`config.mk`:
```
export PLATFORM = sky130hd
export DESIGN_NAME = clock_source_startup_control
export DESIGN_NICKNAME = d
export VERILOG_FILES = /design/src/hdl/clock_source_startup_control.v
export VERILOG_INCLUDE_DIRS = /design/src /design/src/hdl
export SDC_FILE = /design/constraint.sdc
export NUM_CORES = 1
export LEC_CHECK = 0
export ABC_CLOCK_PERIOD_IN_PS = 6210
export BUFFER_PORTS_ARGS = -buffer_cell sky130_fd_sc_hd__buf_4
export CAP_MARGIN = 20
export CELL_PAD_IN_SITES_DETAIL_PLACEMENT = 0
export CELL_PAD_IN_SITES_GLOBAL_PLACEMENT = 1
export CORE_ASPECT_RATIO = 0.7
export CORE_MARGIN = 5
export CORE_UTILIZATION = 48
export DETAILED_ROUTE_END_ITERATION = 12
export PLACE_DENSITY_LB_ADDON = 0.1
export SYNTH_ARGS = -nofsm -noshare
export SYNTH_HDL_FRONTEND = slang
export SYNTH_SLANG_ARGS = --single-unit
```
`constraint.sdc`:
```
create_clock -name core_clk -period 6.21 [get_ports core_clk]
set_input_delay 1.863 -clock core_clk [delete_from_list [all_inputs] [get_ports core_clk]]
set_output_delay 1.863 -clock core_clk [all_outputs]
set_load 0.02 [all_outputs]
```
`src/hdl/clock_startup_consts.vh`:
```
// Constants for the clock source selection and start-up timing block.
`ifndef CLOCK_STARTUP_CONSTS_VH
`define CLOCK_STARTUP_CONSTS_VH
// ----------------------------------------
// Register offsets
// ----------------------------------------
`define REG_CONFIG 4'h0
`define REG_GATE 4'h1
`define REG_STATUS 4'h2
`define REG_SOURCE 4'h3
// ----------------------------------------
// Clock source select codes, after inversion
// ----------------------------------------
`define SEL_EXTERNAL 4'h0
`define SEL_RC_8MHZ 4'h2
`define SEL_WATCHDOG 4'h4
`define SEL_LOW_FREQ 4'h6
// ----------------------------------------
// Source enumeration
// ----------------------------------------
`define SRC_EXTERNAL 3'h0
`define SRC_RC 3'h1
`define SRC_WATCHDOG 3'h2
`define SRC_LOW_FREQ 3'h3
`define SRC_CRYSTAL 3'h4
// ----------------------------------------
// Crystal amplifier ranges
// ----------------------------------------
`define AMP_RANGE_LOW 3'h4
`define AMP_RANGE_MID 3'h5
`define AMP_RANGE_HIGH 3'h6
`define AMP_RANGE_TOP 3'h7
// ----------------------------------------
// Raw fuse reset values: stored ones are unprogrammed
// ----------------------------------------
`define RAW_SOURCE_RESET 4'hD
`define RAW_STARTUP_RESET 2'h1
// The divide-by-eight fuse leaves the factory programmed, so it rests at zero.
`define RAW_DIV8_RESET 1'h0
// ----------------------------------------
// Start-up counts in source clock cycles
// ----------------------------------------
`define CK_6 15'h0006
`define CK_14 15'h000E
`define CK_258 15'h0102
`define CK_1K 15'h0400
`define CK_16K 15'h4000
`define CK_32K 15'h8000
// ----------------------------------------
// Watchdog time-outs in watchdog cycles
// ----------------------------------------
`define WDT_NONE 14'h0000
`define WDT_SHORT 14'h0200
`define WDT_LONG 14'h2000
`endif

```
`src/hdl/clock_source_startup_control.v`:
```
// Clock source decode, start-up hold-off and clock domain gating.
// Overview of operation
// - The four select bits decode to external, RC, watchdog, low-frequency or crystal source.
// - Every fuse bit is read inverted, a stored one meaning unprogrammed.
// - Wake from power-down counts source cycles before execution may start.
// - Start from reset adds a stabilisation delay counted on the watchdog oscillator.
// - The 4 ms delay is 512 watchdog cycles and the 64 ms delay is 8192.
// - The factory fuse values select the RC source, longest start-up and divide by eight.
// - For the crystal the upper three select bits give the amplifier range.
// - Crystal start-up uses the lowest select bit and the start-up bits, reset adds 14 cycles.
// - With the lowest bit zero the codes give 258, 258, 1K, 1K wake counts and matching delays.
// - With the lowest bit one the codes give 1K, 16K, 16K, 16K wake counts and matching delays.
// - Clocks of unused domains may be gated off under sleep control.
// - Gating the core clock stops all core operation.
// - The peripheral clock may stop while asynchronous interrupt detection keeps running.
// - The program memory clock runs whenever the core clock runs.
// - The converter clock runs on its own while core and peripheral clocks are stopped.
//
// The plain strobed port and the register addresses were left to the implementer.
`timescale 1ns/100ps
`default_nettype none
`include "clock_startup_consts.vh"

module clock_source_startup_control #(
  // Cycles of the long reset delay; a bench may shorten it to save run time.
  parameter LONG_WDT_CYCLES = `WDT_LONG
) (
  // Clock, enable and reset
  input wire core_clk,
  input wire clk_en,
  input wire rst,
  // Register port
  input wire [3:0] reg_addr,
  input wire [7:0] reg_wdata,
  input wire reg_wr,
  input wire reg_rd,
  output reg [7:0] reg_rdata,
  // Cycle ticks from the source and watchdog oscillators, asynchronous
  input wire source_tick,
  input wire watchdog_tick,
  // Power events
  input wire wake_request,
  input wire async_irq_pin,
  // Clock enables and status outputs
  output reg core_clock_en,
  output reg peripheral_clock_en,
  output reg program_memory_clock_en,
  output reg converter_clock_en,
  output reg async_irq_seen,
  output reg run_ready
);

  // ----------------------------------------
  // Sequencer states
  // ----------------------------------------
  localparam ST_RESET_CK = 2'h0;
  localparam ST_RESET_WDT = 2'h1;
  localparam ST_RUN = 2'h2;
  localparam ST_WAKE = 2'h3;

  // Decode the inverted select code into a source; reserved codes fall to RC.
  function [2:0] decode_source;
    input [3:0] code;
    begin
      if (code[3]) begin
        decode_source = `SRC_CRYSTAL;
      end else begin
        case (code)
          `SEL_EXTERNAL: decode_source = `SRC_EXTERNAL;
          `SEL_RC_8MHZ: decode_source = `SRC_RC;
          `SEL_WATCHDOG: decode_source = `SRC_WATCHDOG;
          `SEL_LOW_FREQ: decode_source = `SRC_LOW_FREQ;
          default: decode_source = `SRC_RC;
        endcase
      end
    end
  endfunction

  // Raw fuse storage, held as stored levels.
  reg [3:0] raw_source_q;
  reg [1:0] raw_startup_q;
  reg raw_div8_q;
  // Sleep gating controls; a one stops the domain.
  reg halt_core_q;
  reg halt_periph_q;
  reg halt_conv_q;
  reg [1:0] state_q;
  reg [14:0] ck_count_q;
  reg [13:0] wdt_count_q;
  reg [14:0] ck_target_q;
  reg [13:0] wdt_target_q;
  // Synchronisers for the asynchronous inputs.
  reg [1:0] src_sync_q;
  reg [1:0] wdt_sync_q;
  reg [1:0] irq_sync_q;
  reg [1:0] wake_sync_q;
  reg src_prev_q;
  reg wdt_prev_q;

  wire [3:0] sel_code;
  wire [1:0] sut_code;
  wire div8_active;
  wire [2:0] source;
  wire src_edge;
  wire wdt_edge;
  wire wake_done;
  reg [14:0] wake_count;
  reg [14:0] reset_ck;
  reg [13:0] reset_wdt;

  // Fuses are stored with one meaning unprogrammed, so the code is inverted.
  assign sel_code = ~raw_source_q;
  assign sut_code = ~raw_startup_q;
  assign div8_active = ~raw_div8_q;
  assign source = decode_source(sel_code);
  assign src_edge = src_sync_q[1] & ~src_prev_q;
  assign wdt_edge = wdt_sync_q[1] & ~wdt_prev_q;
  // The wake count has run out in this cycle.
  assign wake_done = (state_q == ST_WAKE) && (ck_count_q >= ck_target_q);

  // ----------------------------------------
  // Start-up table lookup
  // ----------------------------------------
  // Select the wake count, reset cycle count and watchdog delay for this setting.
  always @* begin
    wake_count = `CK_6;
    reset_ck = `CK_14;
    reset_wdt = `WDT_NONE;
    if (source == `SRC_CRYSTAL) begin
      case ({sel_code[0], sut_code})
        3'h0: begin wake_count = `CK_258; reset_wdt = `WDT_SHORT; end
        3'h1: begin wake_count = `CK_258; reset_wdt = LONG_WDT_CYCLES; end
        3'h2: begin wake_count = `CK_1K; end
        3'h3: begin wake_count = `CK_1K; reset_wdt = `WDT_SHORT; end
        3'h4: begin wake_count = `CK_1K; reset_wdt = LONG_WDT_CYCLES; end
        3'h5: begin wake_count = `CK_16K; end
        3'h6: begin wake_count = `CK_16K; reset_wdt = `WDT_SHORT; end
        default: begin wake_count = `CK_16K; reset_wdt = LONG_WDT_CYCLES; end
      endcase
    end else if (source == `SRC_LOW_FREQ) begin
      // The slow crystal needs no fixed cycle count ahead of the watchdog delay.
      reset_ck = 15'h0000;
      case (sut_code)
        2'h0: begin wake_count = `CK_1K; reset_wdt = `WDT_SHORT; end
        2'h1: begin wake_count = `CK_1K; reset_wdt = LONG_WDT_CYCLES; end
        default: begin wake_count = `CK_32K; reset_wdt = LONG_WDT_CYCLES; end
      endcase
    end else begin
      case (sut_code)
        2'h0: reset_wdt = `WDT_NONE;
        2'h1: reset_wdt = `WDT_SHORT;
        default: reset_wdt = LONG_WDT_CYCLES;
      endcase
    end
  end

  // ----------------------------------------
  // Input synchronisers
  // ----------------------------------------
  // Two flops on each pin; edge detection looks only at the second stage.
  always @(posedge core_clk) begin
    if (rst) begin
      src_sync_q <= 2'h0;
      wdt_sync_q <= 2'h0;
      irq_sync_q <= 2'h0;
      wake_sync_q <= 2'h0;
      src_prev_q <= 1'b0;
      wdt_prev_q <= 1'b0;
    end else if (clk_en) begin
      src_sync_q <= {src_sync_q[0], source_tick};
      wdt_sync_q <= {wdt_sync_q[0], watchdog_tick};
      irq_sync_q <= {irq_sync_q[0], async_irq_pin};
      wake_sync_q <= {wake_sync_q[0], wake_request};
      src_prev_q <= src_sync_q[1];
      wdt_prev_q <= wdt_sync_q[1];
    end
  end

  // ----------------------------------------
  // Register port
  // ----------------------------------------
  // Writes load fuses and gating; reads answer one cycle later.
  always @(posedge core_clk) begin
    if (rst) begin
      raw_source_q <= `RAW_SOURCE_RESET;
      raw_startup_q <= `RAW_STARTUP_RESET;
      raw_div8_q <= `RAW_DIV8_RESET;
      halt_core_q <= 1'b0;
      halt_periph_q <= 1'b0;
      halt_conv_q <= 1'b0;
      reg_rdata <= 8'h00;
    end else if (clk_en) begin
      if (reg_wr && reg_addr == `REG_CONFIG) begin
        raw_source_q <= reg_wdata[3:0];
        raw_startup_q <= reg_wdata[5:4];
        raw_div8_q <= reg_wdata[6];
      end
      // Finishing a wake ends the core's sleep, else a held wake would re-enter at once.
      if (wake_done) begin
        halt_core_q <= 1'b0;
      end
      if (reg_wr && reg_addr == `REG_GATE) begin
        halt_core_q <= reg_wdata[0];
        halt_periph_q <= reg_wdata[1];
        halt_conv_q <= reg_wdata[2];
      end
      reg_rdata <= 8'h00;
      if (reg_rd) begin
        case (reg_addr)
          `REG_CONFIG: reg_rdata <= {1'b0, raw_div8_q, raw_startup_q, raw_source_q};
          `REG_GATE: reg_rdata <= {5'h00, halt_conv_q, halt_periph_q, halt_core_q};
          `REG_STATUS: reg_rdata <= {4'h0, async_irq_seen, run_ready, state_q};
          `REG_SOURCE: reg_rdata <= {div8_active, sel_code[3:1], 1'b0, source};
          default: reg_rdata <= 8'h00;
        endcase
      end
    end
  end

  // ----------------------------------------
  // Start-up sequencer
  // ----------------------------------------
  // Reset waits source cycles then watchdog cycles; wake waits source cycles only.
  always @(posedge core_clk) begin
    if (rst) begin
      state_q <= ST_RESET_CK;
      ck_count_q <= 15'h0000;
      wdt_count_q <= 14'h0000;
      ck_target_q <= `CK_14;
      wdt_target_q <= 14'h0000;
      run_ready <= 1'b0;
    end else if (clk_en) begin
      case (state_q)
        ST_RESET_CK: begin
          // Targets are latched only while the count is idle, so a later write cannot cut it.
          if (ck_count_q == 15'h0000) begin
            ck_target_q <= reset_ck;
            wdt_target_q <= reset_wdt;
          end
          if (src_edge) begin
            ck_count_q <= ck_count_q + 15'h0001;
          end
          if (ck_count_q >= ck_target_q && ck_count_q != 15'h0000) begin
            state_q <= ST_RESET_WDT;
            wdt_count_q <= 14'h0000;
          end
        end
        ST_RESET_WDT: begin
          if (wdt_count_q >= wdt_target_q) begin
            state_q <= ST_RUN;
            run_ready <= 1'b1;
          end else if (wdt_edge) begin
            wdt_count_q <= wdt_count_q + 14'h0001;
          end
        end
        ST_RUN: begin
          if (wake_sync_q[1] && halt_core_q) begin
            state_q <= ST_WAKE;
            run_ready <= 1'b0;
            ck_count_q <= 15'h0000;
            ck_target_q <= wake_count;
          end
        end
        ST_WAKE: begin
          if (ck_count_q >= ck_target_q) begin
            state_q <= ST_RUN;
            run_ready <= 1'b1;
          end else if (src_edge) begin
            ck_count_q <= ck_count_q + 15'h0001;
          end
        end
        default: state_q <= ST_RESET_CK;
      endcase
    end
  end

  // ----------------------------------------
  // Domain clock enables
  // ----------------------------------------
  // The core stays stopped until start-up completes so no instruction runs early.
  always @(posedge core_clk) begin
    if (rst) begin
      core_clock_en <= 1'b0;
      peripheral_clock_en <= 1'b0;
      program_memory_clock_en <= 1'b0;
      converter_clock_en <= 1'b0;
      async_irq_seen <= 1'b0;
    end else if (clk_en) begin
      core_clock_en <= run_ready & ~halt_core_q;
      program_memory_clock_en <= run_ready & ~halt_core_q;
      peripheral_clock_en <= run_ready & ~halt_periph_q;
      converter_clock_en <= run_ready & ~halt_conv_q;
      // Caught regardless of the peripheral gate; cleared by the next core run.
      if (irq_sync_q[1]) begin
        async_irq_seen <= 1'b1;
      end else if (core_clock_en) begin
        async_irq_seen <= 1'b0;
      end
    end
  end

endmodule

`default_nettype wire

```
After elaboration in Yosys (flattened, before gate mapping)
Index checks and enable logic that the tools add are counted.
- flip-flop bits (word level): 93
- output and inout bits: 14
- add/subtract/negate cells: 2
- magnitude comparators: 2
- equality and inequality tests: 25
- multiplexer cells: 39
- bitwise logic cells: 13
- reduce and logical (&&, ||, !) cells: 33
- operators with widths (operator ; count):
    $mux 15 ; 6
    $mux 14 ; 6
    $pmux 14 s2 ; 3
    $pmux 15 s2 ; 2
    $pmux 15 s3 ; 1
    $pmux 8 s4 ; 1
    $mux 11 ; 2
    $add 15x1->15 const B ; 1
    $ge 15x15->1 ; 1
    $logic_not 15->1 ; 1
    $reduce_and 5->1 ; 3
    $reduce_bool 15->1 ; 1
    $add 14x1->14 const B ; 1
    $ge 14x14->1 ; 1
    $ne 2x2->1 const B ; 7
    $eq 3x3->1 const B ; 4
    $eq 3x2->1 const B ; 3
    $eq 4x2->1 const B ; 2
    $eq 4x3->1 const B ; 2
    $logic_not 4->1 ; 2
    $mux 2 ; 4
    $mux 4 ; 2
    $mux 8 ; 1
    $pmux 2 s4 ; 1
    other kinds (23) ; 56

Logic depth before layout (Yosys ltp)
- depth after elaboration: 9
- depth in mapped cells: 9
- depth with buffers taken out: 8

Least setup slack after synthesis
No wires, ideal clock.
- path kind: input -> register
- from: input port clk_en
- to: register wdt_count_q[7]
- setup time: 0.058 ns
- arrival: 3.173 ns
- slack: 2.979 ns
- cell stages on the path: 7
- cell sequence: inv_1 a211oi_1 o21ai_1 or4_1 buf_2 o31ai_1 a21o_1
- cells in the longest elaborated chain, start to end: 1
- RTL lines (element ; RTL line ; text):
    start, declared ; clock_source_startup_control.v:30 ; input wire clk_en,
    $reduce_and 5->1 (no line) ; -- ;
    end signal, assigned ; clock_source_startup_control.v:253 ; wdt_count_q <= wdt_count_q + 14'h0001;
    end, declared ; clock_source_startup_control.v:89 ; reg [13:0] wdt_count_q;
Every way passes these cells.
A chain may end at the register's enable or synchronous reset.

Worst setup path in the final report
- from: input port clk_en
- to: register wdt_count_q[3]
Same word-level chain as after synthesis.

==> flow_metrics.env <==
export IMPL_grt_pass1_wl_um=15400
export IMPL_required_ns=6.51
export IMPL_path_delay_family="compound AO/OA/AOI/OAI gates"
export IMPL_max_freq_ghz=0.265
export IMPL_min_path_type="flop to flop"
export IMPL_cts_buffers=9
export IMPL_core_area_mm2=0.00774
export IMPL_critPathLaunch="clk_en"
export IMPL_yosysUniqueCellTypes=55
export IMPL_gp_congestion=0.774
export IMPL_synthCells=457
export IMPL_fin_nets=514
export IMPL_die_area_mm2=0.00969
export IMPL_regToRegSetupSlack_ns=3.64
export IMPL_synth_nets=490
export IMPL_yosysWarnings=0
export IMPL_synth_edff_count=0
export IMPL_die_x_um=116
export IMPL_wl_um=8780
export IMPL_start_util=0.484
export IMPL_dp_worst_setup_slack_ns=2.04
export IMPL_path_clk_slew_ns=0.08
export IMPL_status="finished, final reports clean"
export IMPL_syn_area_mm2=0.00374
export IMPL_via_count=3399
export IMPL_diodes=0
export IMPL_clkLatencyLatePin_ns=0.35
export IMPL_grt_setup_unrepaired="false"
export IMPL_synth_top_area_frac=0.385
export IMPL_routedWlPerCell_um=15.0
export IMPL_crit_type="input pin to flop"
export IMPL_finalCritPeriodShare=0.609
export IMPL_reg2reg_from="ck_count_q[8]"
export IMPL_max_cap_violations=0
export IMPL_rows=27
export IMPL_syn_to_final_growth_pct=13.0
export IMPL_cts_resized=0
export IMPL_grt_max_degree=47
export IMPL_detail_route_first_pass_iterations=4
export IMPL_ys_ff_latch=72
export IMPL_p_leak_nw=1.67
export IMPL_worst_pin_slew_ns=0.993
export IMPL_synthArstFlopShare=0
export IMPL_crit_end="wdt_count_q[3]"
export IMPL_synthTopCellsByArea="dfxtp_1, nor2_1, mux2i_1"
export IMPL_drt_initial_drc_count=280
export IMPL_cp_max_fo=24
export IMPL_crit_slowest_cell="or4_1"
export IMPL_path_buf_inv=2
export IMPL_grt_usage=0.197
export IMPL_ys_seq_area_frac=0.385
export IMPL_drive_gt1_frac=0.132
export IMPL_setup_viol=0
export IMPL_rr_endpoint="ck_count_q[13]"
export IMPL_viasPerCell=5.79
export IMPL_cts_htree_levels=3
export IMPL_clock_sinks=72
export IMPL_cp_slowest_stage_delay_ns=0.75
export IMPL_die_y_um=83.9
export IMPL_slew_viol_final=0
export IMPL_period_minus_slack_ns=3.78
export IMPL_tritoncts="yes"
export IMPL_peakVddDrop_mv=0.147
export IMPL_ant_nets=0
export IMPL_gr_total_overflow=0
export IMPL_antenna_found_initial=0
export IMPL_skew_ns=0.00997
export IMPL_ios=35
export IMPL_relSlewSlack=0.336
export IMPL_clock_path_buffers=2
export IMPL_reg2reg_depth=7
export IMPL_grt_pass1_vias=3125
export IMPL_crit_chain="buf_4, inv_1, a211oi_1, o21ai_1, or4_1, o31ai_1, a21o_1"
export IMPL_setup_ws_ns=2.43
export IMPL_cts_hold_buf=0
export IMPL_synth_largest_area_cell="dfxtp_1"
export IMPL_remaining_drc_errors=0
export IMPL_p_total_w=0.000867
export IMPL_power_density_mw_per_mm2=205
export IMPL_cts_root_buf="clkbuf_8"
export IMPL_syn_area_per_cell_um2=8.19
export IMPL_hold_viol_final=0
export IMPL_synthFlopType="dfxtp_1"
export IMPL_port_buffers=33
export IMPL_postCtsSetupBuffers=0
export IMPL_cp_num_cells=7
export IMPL_start_kind="input pin"
export IMPL_crit_arrival_ns=4.08
export IMPL_hpwl_um=6240
export IMPL_finalSetupTns_ns=0
export IMPL_end_kind="flop"
## cells in the final DEF (no fill, tap or decap), types with 9 or more instances in the layout
cell type  count
clkbuf_8      10
a21oi_1       31
buf_4         36
dfxtp_1       72
nand2_1       49
nand3_1       21
o21ai_0       25
ha_1          12
a21o_1         9
a22oi_1       10
nand4_1       15
inv_1         15
mux2i_1       19
nor2_1        51
## layout make-up
| type | count | area, um^2 |
|---|---|---|
| timing repair buffer | 36 | 270 |
| sequential | 72 | 1440 |
| inverter | 16 | 60.1 |
| clock buffer | 10 | 138 |
| fill | 748 | 3510 |
| multi-input combinational | 346 | 2150 |
| clock inverter | 6 | 43.8 |
| tap | 101 | 126 |
## worst min-delay path: cells and delay by family (launching register included)
| family | cells | cell delay [ns] |
|---|---|---|
| and+or+nand+nor | 2 | 0.10 |
| DFF | 1 | 0.31 |
## registers in the layout, summed over array words and instances, names as in the netlist, 2 cells and up
| name | cells |
|---|---|
| state_q | 2 |
| wdt_target_q | 2 |
| wdt_count_q | 14 |
| wdt_sync_q | 2 |
| raw_startup_q | 2 |
| wake_sync_q | 2 |
| irq_sync_q | 2 |
| src_sync_q | 2 |
| raw_source_q | 4 |
| ck_target_q | 6 |
| ck_count_q | 15 |
| reg_rdata | 8 |
## metal layers
metal  vias up  global-route usage  routed length (um)
li1       1726                   -                   -
met1      1592               0.286                4470
met2        71               0.282                3740
met3        10              0.0558                 450
met4         0              0.0565                 125
met5         -                   0                   0
## power breakdown
| group | leakage (nW) | internal [W] | total (W) | switching (W) |
|---|---|---|---|---|
| Combinational | 1.01 | 0.0000227 | 0.0000569 | 0.0000342 |
| Clock | 0.0809 | 0.000156 | 0.000339 | 0.000183 |
| Sequential | 0.582 | 0.000467 | 0.000470 | 0.00000361 |
| Total | 1.67 | 0.000646 | 0.000867 | 0.000221 |
## synthesized netlist by cell type (9+ instances only)
library cell,instances
a21o_1,9
a21oi_1,31
a22oi_1,10
clkbuf_1,18
dfxtp_1,72
ha_1,12
inv_1,15
mux2i_1,19
nand2_1,49
nand3_1,21
nand4_1,15
nor2_1,51
o21ai_0,25
## logic make-up (layout without fill, tap and decap cells)
| kind of cell | Yosys count | in the layout | synth area share |
|---|---|---|---|
| simple gates | 198 | 198 | 0.267 |
| flops | 72 | 72 | 0.385 |
| mux | 22 | 22 | 0.0688 |
| buf+inv | 39 | 68 | 0.0408 |
| fa+ha+maj | 12 | 12 | 0.0401 |
| compound gates | 112 | 112 | 0.194 |
| xor+xnor | 2 | 2 | 0.00468 |
## through the flow
stage	instance area, um^2	hold WS [ns]	std cells	utilization
5_1_grt	4230	0.484	587	0.547
3_5_place_dp	4040	0.440	570	0.522
2_1_floorplan	3740	0.422	457	-
6_report	4230	0.448	587	0.547
4_1_cts	4220	0.453	586	0.546
3_3_place_gp	4040	0.437	570	0.522
## worst min-delay path by stage
stage	from	endpoint	slack (ns)	cells past startpoint
6_report	ck_target_q[2]	ck_target_q[2]	0.45	2
5_1_grt	ck_target_q[8]	ck_target_q[8]	0.48	2
4_1_cts	ck_target_q[2]	ck_target_q[2]	0.45	2
3_5_place_dp	ck_target_q[2]	ck_target_q[2]	0.44	2
3_3_place_gp	ck_target_q[2]	ck_target_q[2]	0.44	2
2_1_floorplan	ck_target_q[2]	ck_target_q[2]	0.42	2
(Power assumes the default switching activity.)
